`src/pfr_pkg.sv`:
```
package pfr_pkg;

    // ------------------------------------------------------------
    // Clock and timing
    // ------------------------------------------------------------
    localparam int unsigned CLK_HZ            = 20_000_000;
    localparam int unsigned CLK_PER_MS        = CLK_HZ / 1000;
    localparam int unsigned T_REC_TYP_MS      = 250;
    localparam int unsigned T_REC_MAX_MS      = 300;
    localparam int unsigned T_RST_ACTIVE_MS   = 250;
    localparam int unsigned T_PB_DEBOUNCE_MS  = 250;
    localparam int unsigned T_OSC_STOP_MS     = 100;

    // ------------------------------------------------------------
    // Control settings register
    // ------------------------------------------------------------
    localparam logic [7:0] CONTROL_SETTINGS_OFFSET = 8'h0e;
    localparam logic [7:0] CONTROL_SETTINGS_RESET  = 8'h1c;
    localparam int unsigned BIT_ALARM1_IRQ_EN      = 0;
    localparam int unsigned BIT_ALARM2_IRQ_EN      = 1;
    localparam int unsigned BIT_IRQ_OR_WAVE_SELECT = 2;
    localparam int unsigned BIT_RATE_SELECT_LOW    = 3;
    localparam int unsigned BIT_RATE_SELECT_HIGH   = 4;
    localparam int unsigned BIT_OSC_DISABLE        = 7;

    // ------------------------------------------------------------
    // Oscillator divider taps (tick runs at twice the 32.768 kHz rate)
    // ------------------------------------------------------------
    localparam int unsigned OSC_DIV_W    = 16;
    localparam int unsigned TAP_REF      = 0;
    localparam int unsigned TAP_8192HZ   = 2;
    localparam int unsigned TAP_4096HZ   = 3;
    localparam int unsigned TAP_1024HZ   = 5;
    localparam int unsigned TAP_1HZ      = 15;

    localparam logic [1:0] RATE_1HZ      = 2'h0;
    localparam logic [1:0] RATE_1024HZ   = 2'h1;
    localparam logic [1:0] RATE_4096HZ   = 2'h2;

    typedef enum logic [1:0]
    {
        PFR_POWER_FAIL,
        PFR_RECOVER,
        PFR_RUN,
        PFR_PUSH
    } pfr_state_e;

endpackage

```
`src/pfr_hold_timer.sv`:
```
`timescale 1ns/100ps
`default_nettype none

// Raises done once run has stayed high for LIMIT cycles; drops with run
module pfr_hold_timer
#(
    parameter int unsigned LIMIT = 16,
    parameter int unsigned W     = 32
)
(
    input  wire logic clk,
    input  wire logic srst,
    input  wire logic run,
    output var  logic done
);

    localparam logic [W-1:0] LAST = W'(LIMIT - 1);

    logic [W-1:0] cnt_reg;
    logic [W-1:0] cnt_next;
    logic         done_reg;
    logic         done_next;

    always_comb
    begin
        cnt_next  = cnt_reg;
        done_next = 1'b0;
        if (!run)
        begin
            cnt_next = '0;
        end
        else
        begin
            done_next = done_reg || (cnt_reg == LAST);
            if (cnt_reg != LAST)
            begin
                cnt_next = cnt_reg + W'(1);
            end
        end
    end

    always_ff @(posedge clk)
    begin
        if (srst)
        begin
            cnt_reg  <= '0;
            done_reg <= 1'b0;
        end
        else
        begin
            cnt_reg  <= cnt_next;
            done_reg <= done_next;
        end
    end

    assign done = done_reg;

endmodule

`default_nettype wire

```
`src/pfr_power_reset.sv`:
```
`timescale 1ns/100ps
`default_nettype none

module pfr_power_reset
#(
    parameter int unsigned REC_CYCLES  = pfr_pkg::T_REC_TYP_MS * pfr_pkg::CLK_PER_MS,
    parameter int unsigned PUSH_CYCLES = pfr_pkg::T_RST_ACTIVE_MS * pfr_pkg::CLK_PER_MS,
    parameter int unsigned DB_CYCLES   = pfr_pkg::T_PB_DEBOUNCE_MS * pfr_pkg::CLK_PER_MS,
    parameter int unsigned OSF_CYCLES  = pfr_pkg::T_OSC_STOP_MS * pfr_pkg::CLK_PER_MS
)
(
    input  wire logic       clk,
    input  wire logic       srst,
    input  wire logic       power_fail,
    input  wire logic       osc_running,
    input  wire logic       osc_tick,
    input  wire logic       alarm1_match,
    input  wire logic       alarm2_match,
    input  wire logic       ref_clock_enable,
    input  wire logic       osc_stopped_clear,
    input  wire logic       ctrl_wr_en,
    input  wire logic [7:0] ctrl_wr_data,
    output var  logic [7:0] ctrl_rd_data,
    input  wire logic       rst_pin_n_i,
    output var  logic       rst_pin_n_o,
    output var  logic       rst_pin_n_oe,
    output var  logic       irq_or_wave_pin_n_o,
    output var  logic       irq_or_wave_pin_n_oe,
    output var  logic       ref_clock_out_o,
    output var  logic       ref_clock_out_oe,
    output var  logic       osc_stopped_flag
);

    // ------------------------------------------------------------
    // Input synchronisers
    // ------------------------------------------------------------
    logic [1:0] pf_sync_reg;
    logic [1:0] osc_sync_reg;
    logic [1:0] pin_sync_reg;

    always_ff @(posedge clk)
    begin
        pf_sync_reg  <= {pf_sync_reg[0], power_fail};
        osc_sync_reg <= {osc_sync_reg[0], osc_running};
        pin_sync_reg <= {pin_sync_reg[0], rst_pin_n_i};
    end

    logic pf_s;
    logic osc_s;
    logic pin_s;
    assign pf_s  = pf_sync_reg[1];
    assign osc_s = osc_sync_reg[1];
    assign pin_s = pin_sync_reg[1];

    // ------------------------------------------------------------
    // Control settings register and oscillator divider
    // ------------------------------------------------------------
    logic [7:0]                   ctrl_reg;
    logic [7:0]                   ctrl_next;
    logic [pfr_pkg::OSC_DIV_W-1:0] div_reg;
    logic [pfr_pkg::OSC_DIV_W-1:0] div_next;

    always_comb
    begin
        // Only srst resets this; the reset pin is read back only for the pushbutton, never for these registers
        ctrl_next = ctrl_wr_en ? ctrl_wr_data : ctrl_reg;
        div_next  = osc_tick ? div_reg + pfr_pkg::OSC_DIV_W'(1) : div_reg;
    end

    always_ff @(posedge clk)
    begin
        if (srst)
        begin
            ctrl_reg <= pfr_pkg::CONTROL_SETTINGS_RESET;
            div_reg  <= '0;
        end
        else
        begin
            ctrl_reg <= ctrl_next;
            div_reg  <= div_next;
        end
    end

    logic       irq_or_wave_select;
    logic       osc_disable;
    logic [1:0] rate_sel;
    assign irq_or_wave_select = ctrl_reg[pfr_pkg::BIT_IRQ_OR_WAVE_SELECT];
    assign osc_disable        = ctrl_reg[pfr_pkg::BIT_OSC_DISABLE];
    assign rate_sel           = {ctrl_reg[pfr_pkg::BIT_RATE_SELECT_HIGH],
                                 ctrl_reg[pfr_pkg::BIT_RATE_SELECT_LOW]};

    // ------------------------------------------------------------
    // Timers
    // ------------------------------------------------------------
    pfr_pkg::pfr_state_e state_reg;
    pfr_pkg::pfr_state_e state_next;
    logic                rec_done;
    logic                push_done;
    logic                db_done;
    logic                osf_done;

    // Recovery only advances while the oscillator actually runs
    pfr_hold_timer #(.LIMIT(REC_CYCLES)) u_rec
    (
        .clk  (clk),
        .srst (srst),
        .run  (state_reg == pfr_pkg::PFR_RECOVER && !pf_s && osc_s),
        .done (rec_done)
    );

    pfr_hold_timer #(.LIMIT(PUSH_CYCLES)) u_push
    (
        .clk  (clk),
        .srst (srst),
        .run  (state_reg == pfr_pkg::PFR_PUSH),
        .done (push_done)
    );

    // Pin low only counts as a press while we are not pulling it ourselves
    pfr_hold_timer #(.LIMIT(DB_CYCLES)) u_db
    (
        .clk  (clk),
        .srst (srst),
        .run  (state_reg == pfr_pkg::PFR_RUN && !rst_pin_n_oe && !pin_s),
        .done (db_done)
    );

    pfr_hold_timer #(.LIMIT(OSF_CYCLES)) u_osf
    (
        .clk  (clk),
        .srst (srst),
        .run  (!osc_s),
        .done (osf_done)
    );

    // ------------------------------------------------------------
    // Reset sequencer and pin drivers
    // ------------------------------------------------------------
    logic wave_bit;
    logic alarm_hit;
    logic rst_oe_next;
    logic irq_oe_next;
    logic ref_oe_next;
    logic osf_next;

    always_comb
    begin
        state_next = state_reg;
        case (state_reg)
            pfr_pkg::PFR_POWER_FAIL:
            begin
                if (!pf_s)
                begin
                    state_next = osc_disable ? pfr_pkg::PFR_RUN
                                             : pfr_pkg::PFR_RECOVER;
                end
            end
            pfr_pkg::PFR_RECOVER:
            begin
                if (osc_disable || rec_done)
                begin
                    state_next = pfr_pkg::PFR_RUN;
                end
            end
            pfr_pkg::PFR_RUN:
            begin
                if (db_done)
                begin
                    state_next = pfr_pkg::PFR_PUSH;
                end
            end
            pfr_pkg::PFR_PUSH:
            begin
                if (push_done)
                begin
                    state_next = pfr_pkg::PFR_RUN;
                end
            end
            default:
            begin
                state_next = pfr_pkg::PFR_POWER_FAIL;
            end
        endcase
        if (pf_s)
        begin
            state_next = pfr_pkg::PFR_POWER_FAIL;
        end
        rst_oe_next = (state_next != pfr_pkg::PFR_RUN);

        case (rate_sel)
            pfr_pkg::RATE_1HZ:    wave_bit = div_reg[pfr_pkg::TAP_1HZ];
            pfr_pkg::RATE_1024HZ: wave_bit = div_reg[pfr_pkg::TAP_1024HZ];
            pfr_pkg::RATE_4096HZ: wave_bit = div_reg[pfr_pkg::TAP_4096HZ];
            default:              wave_bit = div_reg[pfr_pkg::TAP_8192HZ];
        endcase
        alarm_hit = (alarm1_match && ctrl_reg[pfr_pkg::BIT_ALARM1_IRQ_EN])
                 || (alarm2_match && ctrl_reg[pfr_pkg::BIT_ALARM2_IRQ_EN]);
        // Open drain: enable means pulling low
        irq_oe_next = irq_or_wave_select ? alarm_hit : !wave_bit;
        // No supply input gates this; it keeps running on backup power
        ref_oe_next = ref_clock_enable && !div_reg[pfr_pkg::TAP_REF];
        // Set beats a clear in the same cycle
        osf_next = osf_done || (osc_stopped_flag && !osc_stopped_clear);
    end

    always_ff @(posedge clk)
    begin
        if (srst)
        begin
            state_reg            <= pfr_pkg::PFR_POWER_FAIL;
            rst_pin_n_oe         <= 1'b1;
            irq_or_wave_pin_n_oe <= 1'b0;
            ref_clock_out_oe     <= 1'b0;
            osc_stopped_flag     <= 1'b1;
            ctrl_rd_data         <= pfr_pkg::CONTROL_SETTINGS_RESET;
        end
        else
        begin
            state_reg            <= state_next;
            rst_pin_n_oe         <= rst_oe_next;
            irq_or_wave_pin_n_oe <= irq_oe_next;
            ref_clock_out_oe     <= ref_oe_next;
            osc_stopped_flag     <= osf_next;
            ctrl_rd_data         <= ctrl_next;
        end
    end

    assign rst_pin_n_o         = 1'b0;
    assign irq_or_wave_pin_n_o = 1'b0;
    assign ref_clock_out_o     = 1'b0;
endmodule

`default_nettype wire

```
`config.mk`:
```
export PLATFORM = sky130hd
export DESIGN_NAME = pfr_power_reset
export DESIGN_NICKNAME = d
export VERILOG_FILES = /design/src/pfr_pkg.sv /design/src/pfr_hold_timer.sv /design/src/pfr_power_reset.sv
export SDC_FILE = /design/constraint.sdc
export NUM_CORES = 1
export LEC_CHECK = 0
export CAP_MARGIN = 25
export CORE_ASPECT_RATIO = 0.9
export CORE_MARGIN = 3
export CORE_UTILIZATION = 40
export CTS_CLUSTER_SIZE = 16
export DETAILED_ROUTE_END_ITERATION = 8
export DONT_BUFFER_PORTS = 1
export GPL_TIMING_DRIVEN = 0
export PLACE_DENSITY = 0.59
export SETUP_SLACK_MARGIN = 0.2
export SLEW_MARGIN = 40
export SYNTH_ARGS = -nofsm -noshare
export SYNTH_HDL_FRONTEND = slang
export SYNTH_HIERARCHICAL = 1
export SYNTH_SLANG_ARGS = --single-unit
```
`constraint.sdc`:
```
create_clock -name clk -period 2.07 [get_ports clk]
set_clock_uncertainty 0.05 [all_clocks]
set_input_delay 0.3105 -clock clk [delete_from_list [all_inputs] [get_ports clk]]
set_output_delay 0.3105 -clock clk [all_outputs]
set_load 0.005 [all_outputs]
```
Word-level counts from Yosys, hierarchy flattened
Cells that the tools add are included.

storage, ports and cells
  bits in registers = 168
  output and inout bits = 15
  logic and storage cells = 75

operators by class
  add/subtract/negate cells = 5
  equal/unequal tests = 14
  mux-type cells = 8
  bitwise gates (word level) = 3
  reductions and logical operators = 27

operators by type and width
  kind                                             count
  adder 32 x 1 -> 32 bit, second input constant    4
  == test 32 x 23 -> 1 bit, second input constant  3
  != test 32 x 23 -> 1 bit, second input constant  3
  == test 32 x 21 -> 1 bit, second input constant  1
  != test 32 x 21 -> 1 bit, second input constant  1
  adder 16 x 1 -> 16 bit, second input constant    1
  two-way mux 2 bit                                5
  logical AND 1 bit                                8
  case mux 2 bit (4 select lines)                  1
  OR reduction 2 bit                               4
  logical OR 1 bit                                 7
  == test 2 bit, second input constant             3
  zero test 1 bit                                  6
  == test 2 x 1 -> 1 bit, second input constant    2
  zero test 2 bit                                  2
  NOT 1 bit                                        3
  case mux 1 bit (3 select lines)                  1
  != test 2 bit, second input constant             1
  two-way mux 1 bit                                1

Depth between registers and ports, before layout
Gate-level depths: netlist of run 1.

  word-level depth = 5
  mapped depth = 8
  depth with buffers taken out = 6

Modules after synthesis
The synthesis of run 1 kept the hierarchy.

by module, submodules not included
  module                     instances  cells an instance  area each (µm²)
  pfr_hold_timer (u_db ...)  3          206                1,734.2
  pfr_hold_timer (u_osf)     1          184                1,654.1
  pfr_power_reset            1          143                1,431.4

Least setup slack after synthesis of run 1
OpenSTA, ideal clock, no wires.

  kind = reg2reg
  start point = register u_db.cnt_reg[4]
  end point = register u_db.cnt_reg[22]
  library setup time = 0.070 ns
  arrival time = 1.894 ns
  data required time = 1.950 ns
  path slack = 0.056 ns
  cell stages (with the launch flop) = 8
  clock period less this slack = 2.014 ns
  cell sequence = dfxtp_1 buf_2 nand3_4 or4_4 buf_6 buf_6 or4_1 a21oi_1

between the ends
  cells in the longest elaborated chain, start to end = 1

RTL lines
  what                                                                       RTL line                                    source
  from (decl)                                                                pfr_hold_timer.sv:19                        logic [W-1:0] cnt_reg;
  from (signal assigned)                                                     pfr_hold_timer.sv:51                        cnt_reg <= cnt_next;
  adder 32 x 1 -> 32 bit / != test 32 x 23 -> 1 bit (equally long branches)  pfr_hold_timer.sv:37, pfr_hold_timer.sv:35

Several ways; a longest one is shown, not always the timed one.
A chain may end at the register's enable or synchronous reset.

Worst setup path in the final report of run 1
  start point = register u_db.cnt_reg[11]
  end point = register u_db.cnt_reg[18]

The elaborated chain is that of the path after synthesis.

==> metrics.txt, run 1 <==
synthesized area=about 0.0083 mm2; Non-Filler Instances=roughly 1,300; Core Area=slightly above 0.02 mm2; worst setup margin=~0.11 ns; dpl cells=around 1,200; crit path from=u_db/cnt_reg[11]$_SDFFE_PP0P_; crit path time final=~2.0 ns; critical path launch point type=flip-flop; TritonCTS Sinks=around 170; Synth area leader=dfxtp_1; Avg WL per Cell=between 15 and 20 um; # diodes=0; CP required=2.38 ns; Area contributors post-synth=dfxtp_1 41%, or4_1 4.3%, nand3_1 3.9%, a21oi_1 3.7%, o31ai_1 3.5%; Pwr per Cell Area=~620 mW/mm2; status=complete, no violations; layout cells sized above 1=a little over 30%; post-placement setup slack=-0.115 ns; Avg Synthesized Cell Area=about 8.8 um2; Commonest cells post-synth=168 x dfxtp_1, 77 x nor2_1, 64 x nand3_1, 63 x nand2_1, 61 x a21oi_1; Post-synth EDFFs=0; kind of critical path=flip-flop to flip-flop; sequential fraction of the synthesis area=40.6%; Peak Freq=~500 MHz; worst hold path startpoint=srst; Worst Path Max Fanout=7; first-pass GRT wire length=between 30,000 and 40,000 um; Clock Latency Late Sink=0.42 ns; I/O Pins=34; die outline height=143 um; Ys Warns=6; Synth Flop Type=dfxtp_1; area grow syn2layout=29.9%; initial antenna violation count=0; slew margin rel.=between 50% and 60%; gpl congestion=approximately 0.81; Post-Route WL=21,500 um; row cnt=between 40 and 50; post-synth top area share=roughly 41%; Pleak=between 3 and 4 nW; RSZ-0062 raised after global routing=true; CTS Root Buffer Type=clkbuf_16; initial DRC count=between 600 and 700; Port Buffers=0; Vias=roughly 7,500; drt pass-1 iters=5; Remaining Overflow, GRT=0; Post-synth ARST share=0%; #FFs+latches synth=~170; Initial Util=41.1%; Max Cap Viol=0; Residual DRC=0; Bufs on Longest Clock Path=2; Final Hold Viols=0; Routed Antenna Nets=0; Die ar.=approximately 0.022 mm2; Layout Nets=approximately 1,100; crit path DAT=about 2.3 ns; Die X=approximately 160 um; reg2reg path depth=7; Tcrit/Tclk final=around 95%; worst-margin pin slew=0.696 ns; Min-Delay Path Depth=3; Reg clk slew, reported paths=about 0.080 ns; Crit Reg-Reg Startpoint=u_db/cnt_reg[11]$_SDFFE_PP0P_; via/cell ratio=5.81; largest net degree at the start of global routing=19; CTS Buf Count=17; count leader, synth=dfxtp_1; IR drop worst, VDD=~0.00054 V; Gate Count Post-Synth=about 950; min-delay worst type=primary input to flip-flop; All-Layer GR Usage=between 10% and 20%; max-slew violations=0; fillers=between 1,500 and 2,000; H-tree levels=4; CTS tree=yes; power after layout=about 6.7 mW; setup violators final=0; post-DP HPWL=13,300 um; crit end category=flip-flop; number of global-route vias before repair=~7,200; Core Util, Final=around 53%; Cell variety after synth=57
-- cell families after synthesis --
group,after synthesis,synth area share (%)
adder cells (fa/ha/maj),5,0.755
flip-flops,168,40.6
other,1,0.0452
buffers and inverters,71,4.57
multiplexers,14,1.90
AND/OR/NAND/NOR,471,34.4
AO/OA/AOI/OAI,156,11.5
XOR/XNOR,59,6.23
-- power by group --
group	internal (mW)	total, mW	switching, mW	leakage [nW]
clock network	1.85	3.34	1.48	0.303
logic	0.0556	0.118	0.0629	1.70
registers	3.23	3.26	0.0321	1.39
total	5.14	6.72	1.58	3.40
-- what timing repair did --
action | in CTS | in global routing
hold buffers | 13 | 0
gates resized for setup | 109 | 154
gates cloned | 4 | 0
setup buffers | 36 | 10
hold endpoints to repair | 13 | 0
setup endpoints to repair | 74 | 99
pin swaps | 62 | 52
-- per-layer routing --
metal	routed length, um	vias up	GRT usage [%]
li1	-	3725	-
met1	10500	3661	25.9
met2	10100	123	30.9
met3	652	22	3.92
met4	242	0	6.39
met5	0	-	0
-- worst max-delay path: stages (launching register included) --
cell     delay (ns)
dfxtp_4        0.35
nand3_2        0.08
or4_4          0.56
buf_6          0.16
buf_8          0.13
buf_6          0.13
or3_1          0.30
a21oi_1        0.13
-- cell usage in the layout, fill, tap and decap left out, types with 12 or more instances in the layout --
cell and n:
dfxtp_4 21, buf_4 46, nor3_1 31, nor4_1 29
dfxtp_1 117, nand3_1 52, and3_1 21, inv_1 16
o31ai_2 12, o31ai_4 17, or4_1 31, buf_6 23
xnor2_1 32, or3_1 16, o21ai_0 22, dlygate4sd3_1 13
nand4_1 32, dfxtp_2 30, a21oi_1 42, nand2_1 53
or4_4 20, mux2i_1 12, a21oi_2 19, nor2_1 77
clkbuf_16 19, xor2_1 27, and4_1 16
-- final cells by class --
class / count / area, um2 / area share (%)
Buffer: 55 / 512 / 4.75
Clock buffer: 17 / 425 / 3.95
Clock inverter: 15 / 198 / 1.84
Inverter: 16 / 60.1 / 0.558
Multi-Input combinational cell: 708 / 5200 / 48.3
Sequential cell: 168 / 3480 / 32.3
Tap cell: 255 / 319 / 2.96
Timing Repair Buffer: 63 / 572 / 5.31
-- worst paths after layout --
check,to,slack [ns]
max,u_db/cnt_reg[18]$_SDFFE_PP0P_,0.11
min reg2reg,osc_sync_reg[1]$_DFF_P_,0.28
max reg2reg,u_db/cnt_reg[18]$_SDFFE_PP0P_,0.11
min,u_osf/cnt_reg[11]$_SDFFE_PP0P_,0.05
-- per-stage QoR --
stage	TNS (ns)	hold slack (ns)	area (um2)
floorplan	0	0.260	8350
global placement	-1.14	0.260	8670
detailed placement	-1.22	0.267	8670
CTS	0	0.0288	10100
global route	0	0.0317	10800
finish	0	0.0489	10800
No activity file was read; power rests on OpenSTA's default activity.
==> run 2: changes to the inputs <==
--- a/config.mk
+++ b/config.mk
@@ -13,6 +13,7 @@
 export DETAILED_ROUTE_END_ITERATION = 8
 export DONT_BUFFER_PORTS = 1
 export GPL_TIMING_DRIVEN = 0
+export HOLD_SLACK_MARGIN = 0.06
 export PLACE_DENSITY = 0.59
 export SETUP_SLACK_MARGIN = 0.2
 export SLEW_MARGIN = 40
==> metrics.txt, run 2 (same netlist as run 1, synthesis figures left out) <==
die outline height=143 um (unchanged); Non-Filler Instances=1,298 (+0.077%); CP required=2.38 ns (about the same); All-Layer GR Usage=19.2% (about the same); kind of critical path=flip-flop to flip-flop; Pleak=3.40 nW (+0.12%); first-pass GRT wire length=35,700 um (about the same); TritonCTS Sinks=168 (unchanged); I/O Pins=34 (unchanged); Die X=158 um (unchanged); Vias=7,539 (+0.11%); critical path launch point type=flip-flop; post-DP HPWL=13,300 um (unchanged); CP max stage cell=or4_4; status=complete, no violations; Residual DRC=0 (unchanged); Initial Util=41.1% (unchanged); Remaining Overflow, GRT=0 (unchanged); Bufs on Longest Clock Path=2 (unchanged); slew margin rel.=54.2% (+0.59 points); row cnt=49 (unchanged); number of global-route vias before repair=7,180 (+0.070%); Die ar.=0.0225 mm2 (unchanged); reg2reg path depth=7 (unchanged); Post-Route WL=21,600 um (+0.27%); Crit Reg-Reg Startpoint=u_db/cnt_reg[11]$_SDFFE_PP0P_; Max Cap Viol=0 (unchanged); CP Cell Sequence=nand3_2, or4_4, buf_6, buf_8, buf_6, or3_1, a21oi_1; worst hold path startpoint=srst; Min-Delay Path Depth=3 (unchanged); crit end category=flip-flop; kind of cell adding the most delay to the critical path=simple AND/OR/NAND/NOR gates; initial DRC count=530 (-13%); min-delay worst type=primary input to flip-flop; Clock Latency Late Sink=0.42 ns (about the same); initial antenna violation count=0 (unchanged); largest net degree at the start of global routing=19 (unchanged); layout cells sized above 1=30.5% (about the same); setup violators final=0 (unchanged); Reg2Reg Setup Slack=0.11 ns (about the same); via/cell ratio=5.81 (about the same); Avg WL per Cell=16.6 um (+0.19%); RSZ-0062 raised after global routing=true; H-tree levels=4 (unchanged); Worst Path Max Fanout=7 (unchanged); Worst Hold Path EP=u_osf/cnt_reg[5]$_SDFFE_PP0P_; area grow syn2layout=30.1% (about the same); IR drop worst, VDD=0.000543 V (about the same); crit-path max cell delay=0.56 ns (about the same); # diodes=0 (unchanged); commonest non-fill, non-tap cells in the layout=117 x dfxtp_1, 77 x nor2_1, 53 x nand2_1, 52 x nand3_1, 46 x buf_4; gpl congestion=0.813 (unchanged); crit path DAT=2.27 ns (about the same); Pwr per Cell Area=624 mW/mm2 (about the same); Peak Freq=510 MHz (about the same); worst hold slack=0.144 ns (+0.0950 ns); Routed Antenna Nets=0 (unchanged); CTS tree=yes; most used cell, CP=buf_6; most common cell after layout, fill and taps aside=dfxtp_1; Final Hold Viols=0 (unchanged); Layout Nets=1,054 (+0.095%); worst-margin pin slew=0.687 ns (-0.00886 ns); reg2reg end=u_db/cnt_reg[18]$_SDFFE_PP0P_; dpl cells=1,202 (unchanged); CTS Root Buffer Type=clkbuf_16; fillers=1,802 (-0.055%); Reg clk slew, reported paths=0.07 ns (about the same); max-slew violations=0 (unchanged); crit path time final=1.96 ns (+0.000492 ns); Bufs and invs on worst path=3 (unchanged); Core Area=0.0202 mm2 (unchanged); Port Buffers=0 (unchanged); Tcrit/Tclk final=94.7% (about the same); CTS Buf Count=17 (unchanged); drt pass-1 iters=5 (unchanged)
[run 2: how the worst max path moves through the flow]
stage	from	to	slack (ns)	depth (start not counted)
floorplan	u_db/cnt_reg[13]$_SDFFE_PP0P_	u_db/cnt_reg[22]$_SDFFE_PP0P_	0.20	6
global placement	u_push/cnt_reg[7]$_SDFFE_PP0P_	u_push/cnt_reg[25]$_SDFFE_PP0P_	-0.11	7
detailed placement	u_push/cnt_reg[7]$_SDFFE_PP0P_	u_push/cnt_reg[29]$_SDFFE_PP0P_	-0.12	7
CTS	u_db/cnt_reg[11]$_SDFFE_PP0P_	u_db/cnt_reg[30]$_SDFFE_PP0P_	0.11	7
global route	u_db/cnt_reg[11]$_SDFFE_PP0P_	u_db/cnt_reg[24]$_SDFFE_PP0P_	0.05	6
finish	u_db/cnt_reg[11]$_SDFFE_PP0P_	u_db/cnt_reg[18]$_SDFFE_PP0P_	0.11	7
[run 2: cell type report]
class	instances	area, um2	area share, %
Buffer	55	512	4.75
Inverter	16	60.1	0.557
Sequential cell	168	3480	32.3
Clock buffer	17	425	3.95
Timing Repair Buffer	64	582	5.40
Clock inverter	15	198	1.83
Multi-Input combinational cell	708	5200	48.3
Tap cell	255	319	2.96
[run 2: metal layers]
| metal | share of wire, % | up-vias | global-route usage (%) | wire length (um) |
|---|---|---|---|---|
| li1 | - | 3728 | - | - |
| met1 | 49 | 3666 | 25.9 | 10600 |
| met2 | 47 | 127 | 30.9 | 10100 |
| met3 | 3.0 | 18 | 3.92 | 650 |
| met4 | 1.1 | 0 | 6.39 | 235 |
| met5 | 0 | - | 0 | 0 |
[run 2: worst min-delay path, cell delays in order]
cell and delay (ns):
or2b_4 0.12, or4_1 0.11, nand2_1 0.04
[run 2: what timing repair did]
| item | CTS | global route |
|---|---|---|
| cloned | 4 | 0 |
| buffers inserted | 36 | 10 |
| pin swaps | 62 | 52 |
| hold buffers | 14 | 0 |
| setup endpoints to repair | 74 | 99 |
| hold endpoints to repair | 16 | 0 |
| resized for setup | 109 | 154 |
[run 2: stage by stage]
step	setup TNS, ns	worst slack (ns)	area, um2	util, %	power [mW]
final	0	0.110	10800	53.4	6.72
after floorplan	0	0.202	8350	-	3.43
after CTS	0	0.115	10100	50.3	6.82
after detailed placement	-1.22	-0.115	8670	43.0	3.46
after global placement	-1.14	-0.115	8670	43.0	3.46
after global routing	0	0.0485	10800	53.4	6.97
[run 2: power by group]
group / total, mW / switching [mW] / internal (mW)
sequential: 3.26 / 0.0320 / 3.23
clock: 3.34 / 1.49 / 1.85
combinational: 0.120 / 0.0632 / 0.0568
==> run 3: changes to the inputs <==
--- a/config.mk
+++ b/config.mk
@@ -5,16 +5,16 @@
 export SDC_FILE = /design/constraint.sdc
 export NUM_CORES = 1
 export LEC_CHECK = 0
+export BUFFER_PORTS_ARGS = -buffer_cell sky130_fd_sc_hd__buf_4
 export CAP_MARGIN = 25
 export CORE_ASPECT_RATIO = 0.9
 export CORE_MARGIN = 3
 export CORE_UTILIZATION = 40
 export CTS_CLUSTER_SIZE = 16
 export DETAILED_ROUTE_END_ITERATION = 8
-export DONT_BUFFER_PORTS = 1
 export GPL_TIMING_DRIVEN = 0
 export HOLD_SLACK_MARGIN = 0.06
-export PLACE_DENSITY = 0.59
+export PLACE_DENSITY = 0.61
 export SETUP_SLACK_MARGIN = 0.2
 export SLEW_MARGIN = 40
 export SYNTH_ARGS = -nofsm -noshare
==> metrics.txt, run 3 (same netlist as run 1, synthesis figures left out) <==
via/cell ratio=5.80 (-0.19%); RSZ-0062 raised after global routing=true; row cnt=49 (unchanged); Reg clk slew, reported paths=0.07 ns (about the same); crit path from=u_push/cnt_reg[16]$_SDFFE_PP0P_; max-slew violations=0 (unchanged); reg2reg path depth=6 (-1); Bufs on Longest Clock Path=2 (unchanged); kind of critical path=flip-flop to flip-flop; CTS Buf Count=17 (unchanged); multi-input logic area=0.00519 mm2 (-0.29%); slew margin rel.=61.7% (+7.5 points); crit path time final=1.96 ns (-0.00156 ns); All-Layer GR Usage=19.1% (-0.18 points); area grow syn2layout=33.2%; # diodes=0 (unchanged); reg2reg end=u_push/cnt_reg[24]$_SDFFE_PP0P_; initial antenna violation count=0 (unchanged); Min-Delay Path Depth=2 (-1); Die ar.=0.0225 mm2 (unchanged); Initial Util=41.1% (unchanged); largest net degree at the start of global routing=17 (-2); Residual DRC=0 (unchanged); min-delay worst type=primary input to flip-flop; Worst Path Max Fanout=6 (-1); Post-Route WL=21,600 um (about the same); die outline height=143 um (unchanged); Routed Antenna Nets=0 (unchanged); commonest non-fill, non-tap cells in the layout=120 x dfxtp_1, 79 x buf_4, 77 x nor2_1, 54 x nand2_1, 51 x nand3_1; I/O Pins=34 (unchanged); CTS tree=yes; Port Buffers=28 (+28); status=complete, no violations; worst-margin pin slew=0.575 ns (-0.112 ns); post-DP HPWL=13,200 um (-0.76%); Vias=7,722 (+2.4%); fillers=1,768 (-1.9%); setup violators final=0 (unchanged); Clock Latency Late Sink=0.43 ns (about the same); Layout Nets=1,088 (+3.2%); crit path DAT=2.27 ns (about the same); drt pass-1 iters=5 (unchanged); Pwr per Cell Area=610 mW/mm2 (-2.3%); number of global-route vias before repair=7,072 (-1.5%); initial DRC count=518 (-2.3%); layout cells sized above 1=31.8% (+1.3 points); most common cell after layout, fill and taps aside=dfxtp_1; H-tree levels=4 (unchanged); crit end category=flip-flop; Final Hold Viols=0 (unchanged); CTS Root Buffer Type=clkbuf_16; Tcrit/Tclk final=94.6% (about the same); Avg WL per Cell=16.2 um (-2.5%); Reg2Reg Setup Slack=0.11 ns (about the same); worst hold path startpoint=ref_clock_enable; worst setup margin=0.111 ns (+0.00156 ns); FF+latch area=0.00348 mm2 (about the same); Die X=158 um (unchanged); Remaining Overflow, GRT=0 (unchanged); Core Area=0.0202 mm2 (unchanged); gpl congestion=0.804 (-1.1%); Pleak=3.58 nW (+5.4%); CP required=2.38 ns (about the same); Max Cap Viol=0 (unchanged); Peak Freq=511 MHz (about the same); Crit Reg-Reg Startpoint=u_push/cnt_reg[16]$_SDFFE_PP0P_; IR drop worst, VDD=0.000498 V (-8.4%); Worst Hold Path EP=ref_clock_out_oe$_SDFF_PP0_; TritonCTS Sinks=168 (unchanged); worst hold slack=0.107 ns (-0.0373 ns); first-pass GRT wire length=35,600 um (-0.13%); critical path launch point type=flip-flop; post-placement setup slack=-0.158 ns (-0.0425 ns)
run 3: per-stage QoR:
step / util (%) / cells / instance area [um2] / power, mW / TNS [ns]
final: 54.7 / 1332 / 11000 / 6.73 / 0
after global routing: 54.7 / 1332 / 11000 / 6.98 / 0
after CTS: 51.9 / 1320 / 10500 / 6.81 / 0
after detailed placement: 44.0 / 1230 / 8880 / 3.50 / -1.88
after global placement: 44.0 / 1230 / 8880 / 3.50 / -0.845
after floorplan: - / 947 / 8350 / 3.43 / 0
run 3: power breakdown:
part / leakage (nW) / internal (mW) / total, mW / switching, mW
combinational: 1.89 / 0.0881 / 0.162 / 0.0741
clock: 0.304 / 1.88 / 3.31 / 1.43
sequential: 1.39 / 3.23 / 3.26 / 0.0266
run 3: area by class of cell:
cell class | instances | area share, %
Multi-Input combinational cell | 708 | 47.0
Clock inverter | 13 | 1.39
Timing Repair Buffer | 98 | 7.80
Tap cell | 255 | 2.89
Buffer | 55 | 4.72
Sequential cell | 168 | 31.5
Clock buffer | 19 | 4.10
Inverter | 16 | 0.544
run 3: critical path, stage by stage (launching register included):
cell	delay [ns]
dfxtp_4	0.35
nand2_1	0.05
or4_4	0.55
buf_8	0.16
buf_8	0.12
or4_4	0.47
a21oi_2	0.13
run 3: repair_timing:
item                       4_1_cts  5_1_grt
buffers inserted                37       10
setup endpoints to repair       75       98
hold endpoints to repair        12        0
resized for setup              122      129
pin swaps                       27       71
hold buffers                    12        0
gates cloned                     9        2
run 3: per-layer routing:
layer	track usage [%]	routed length, um	up-vias
li1	-	-	3815
met4	4.47	194	0
met3	3.50	961	14
met1	28.3	10600	3722
met5	0	0	-
met2	28.6	9810	171
run 3: worst max path at each step:
stage,cells past startpoint,endpoint,slack (ns)
CTS,6,u_push/cnt_reg[24]$_SDFFE_PP0P_,0.10
floorplan,6,u_db/cnt_reg[22]$_SDFFE_PP0P_,0.20
finish,6,u_push/cnt_reg[24]$_SDFFE_PP0P_,0.11
global placement,7,u_db/cnt_reg[25]$_SDFFE_PP0P_,-0.09
global route,7,u_db/cnt_reg[3]$_SDFFE_PP0P_,0.06
detailed placement,7,u_rec/cnt_reg[29]$_SDFFE_PP0P_,-0.16
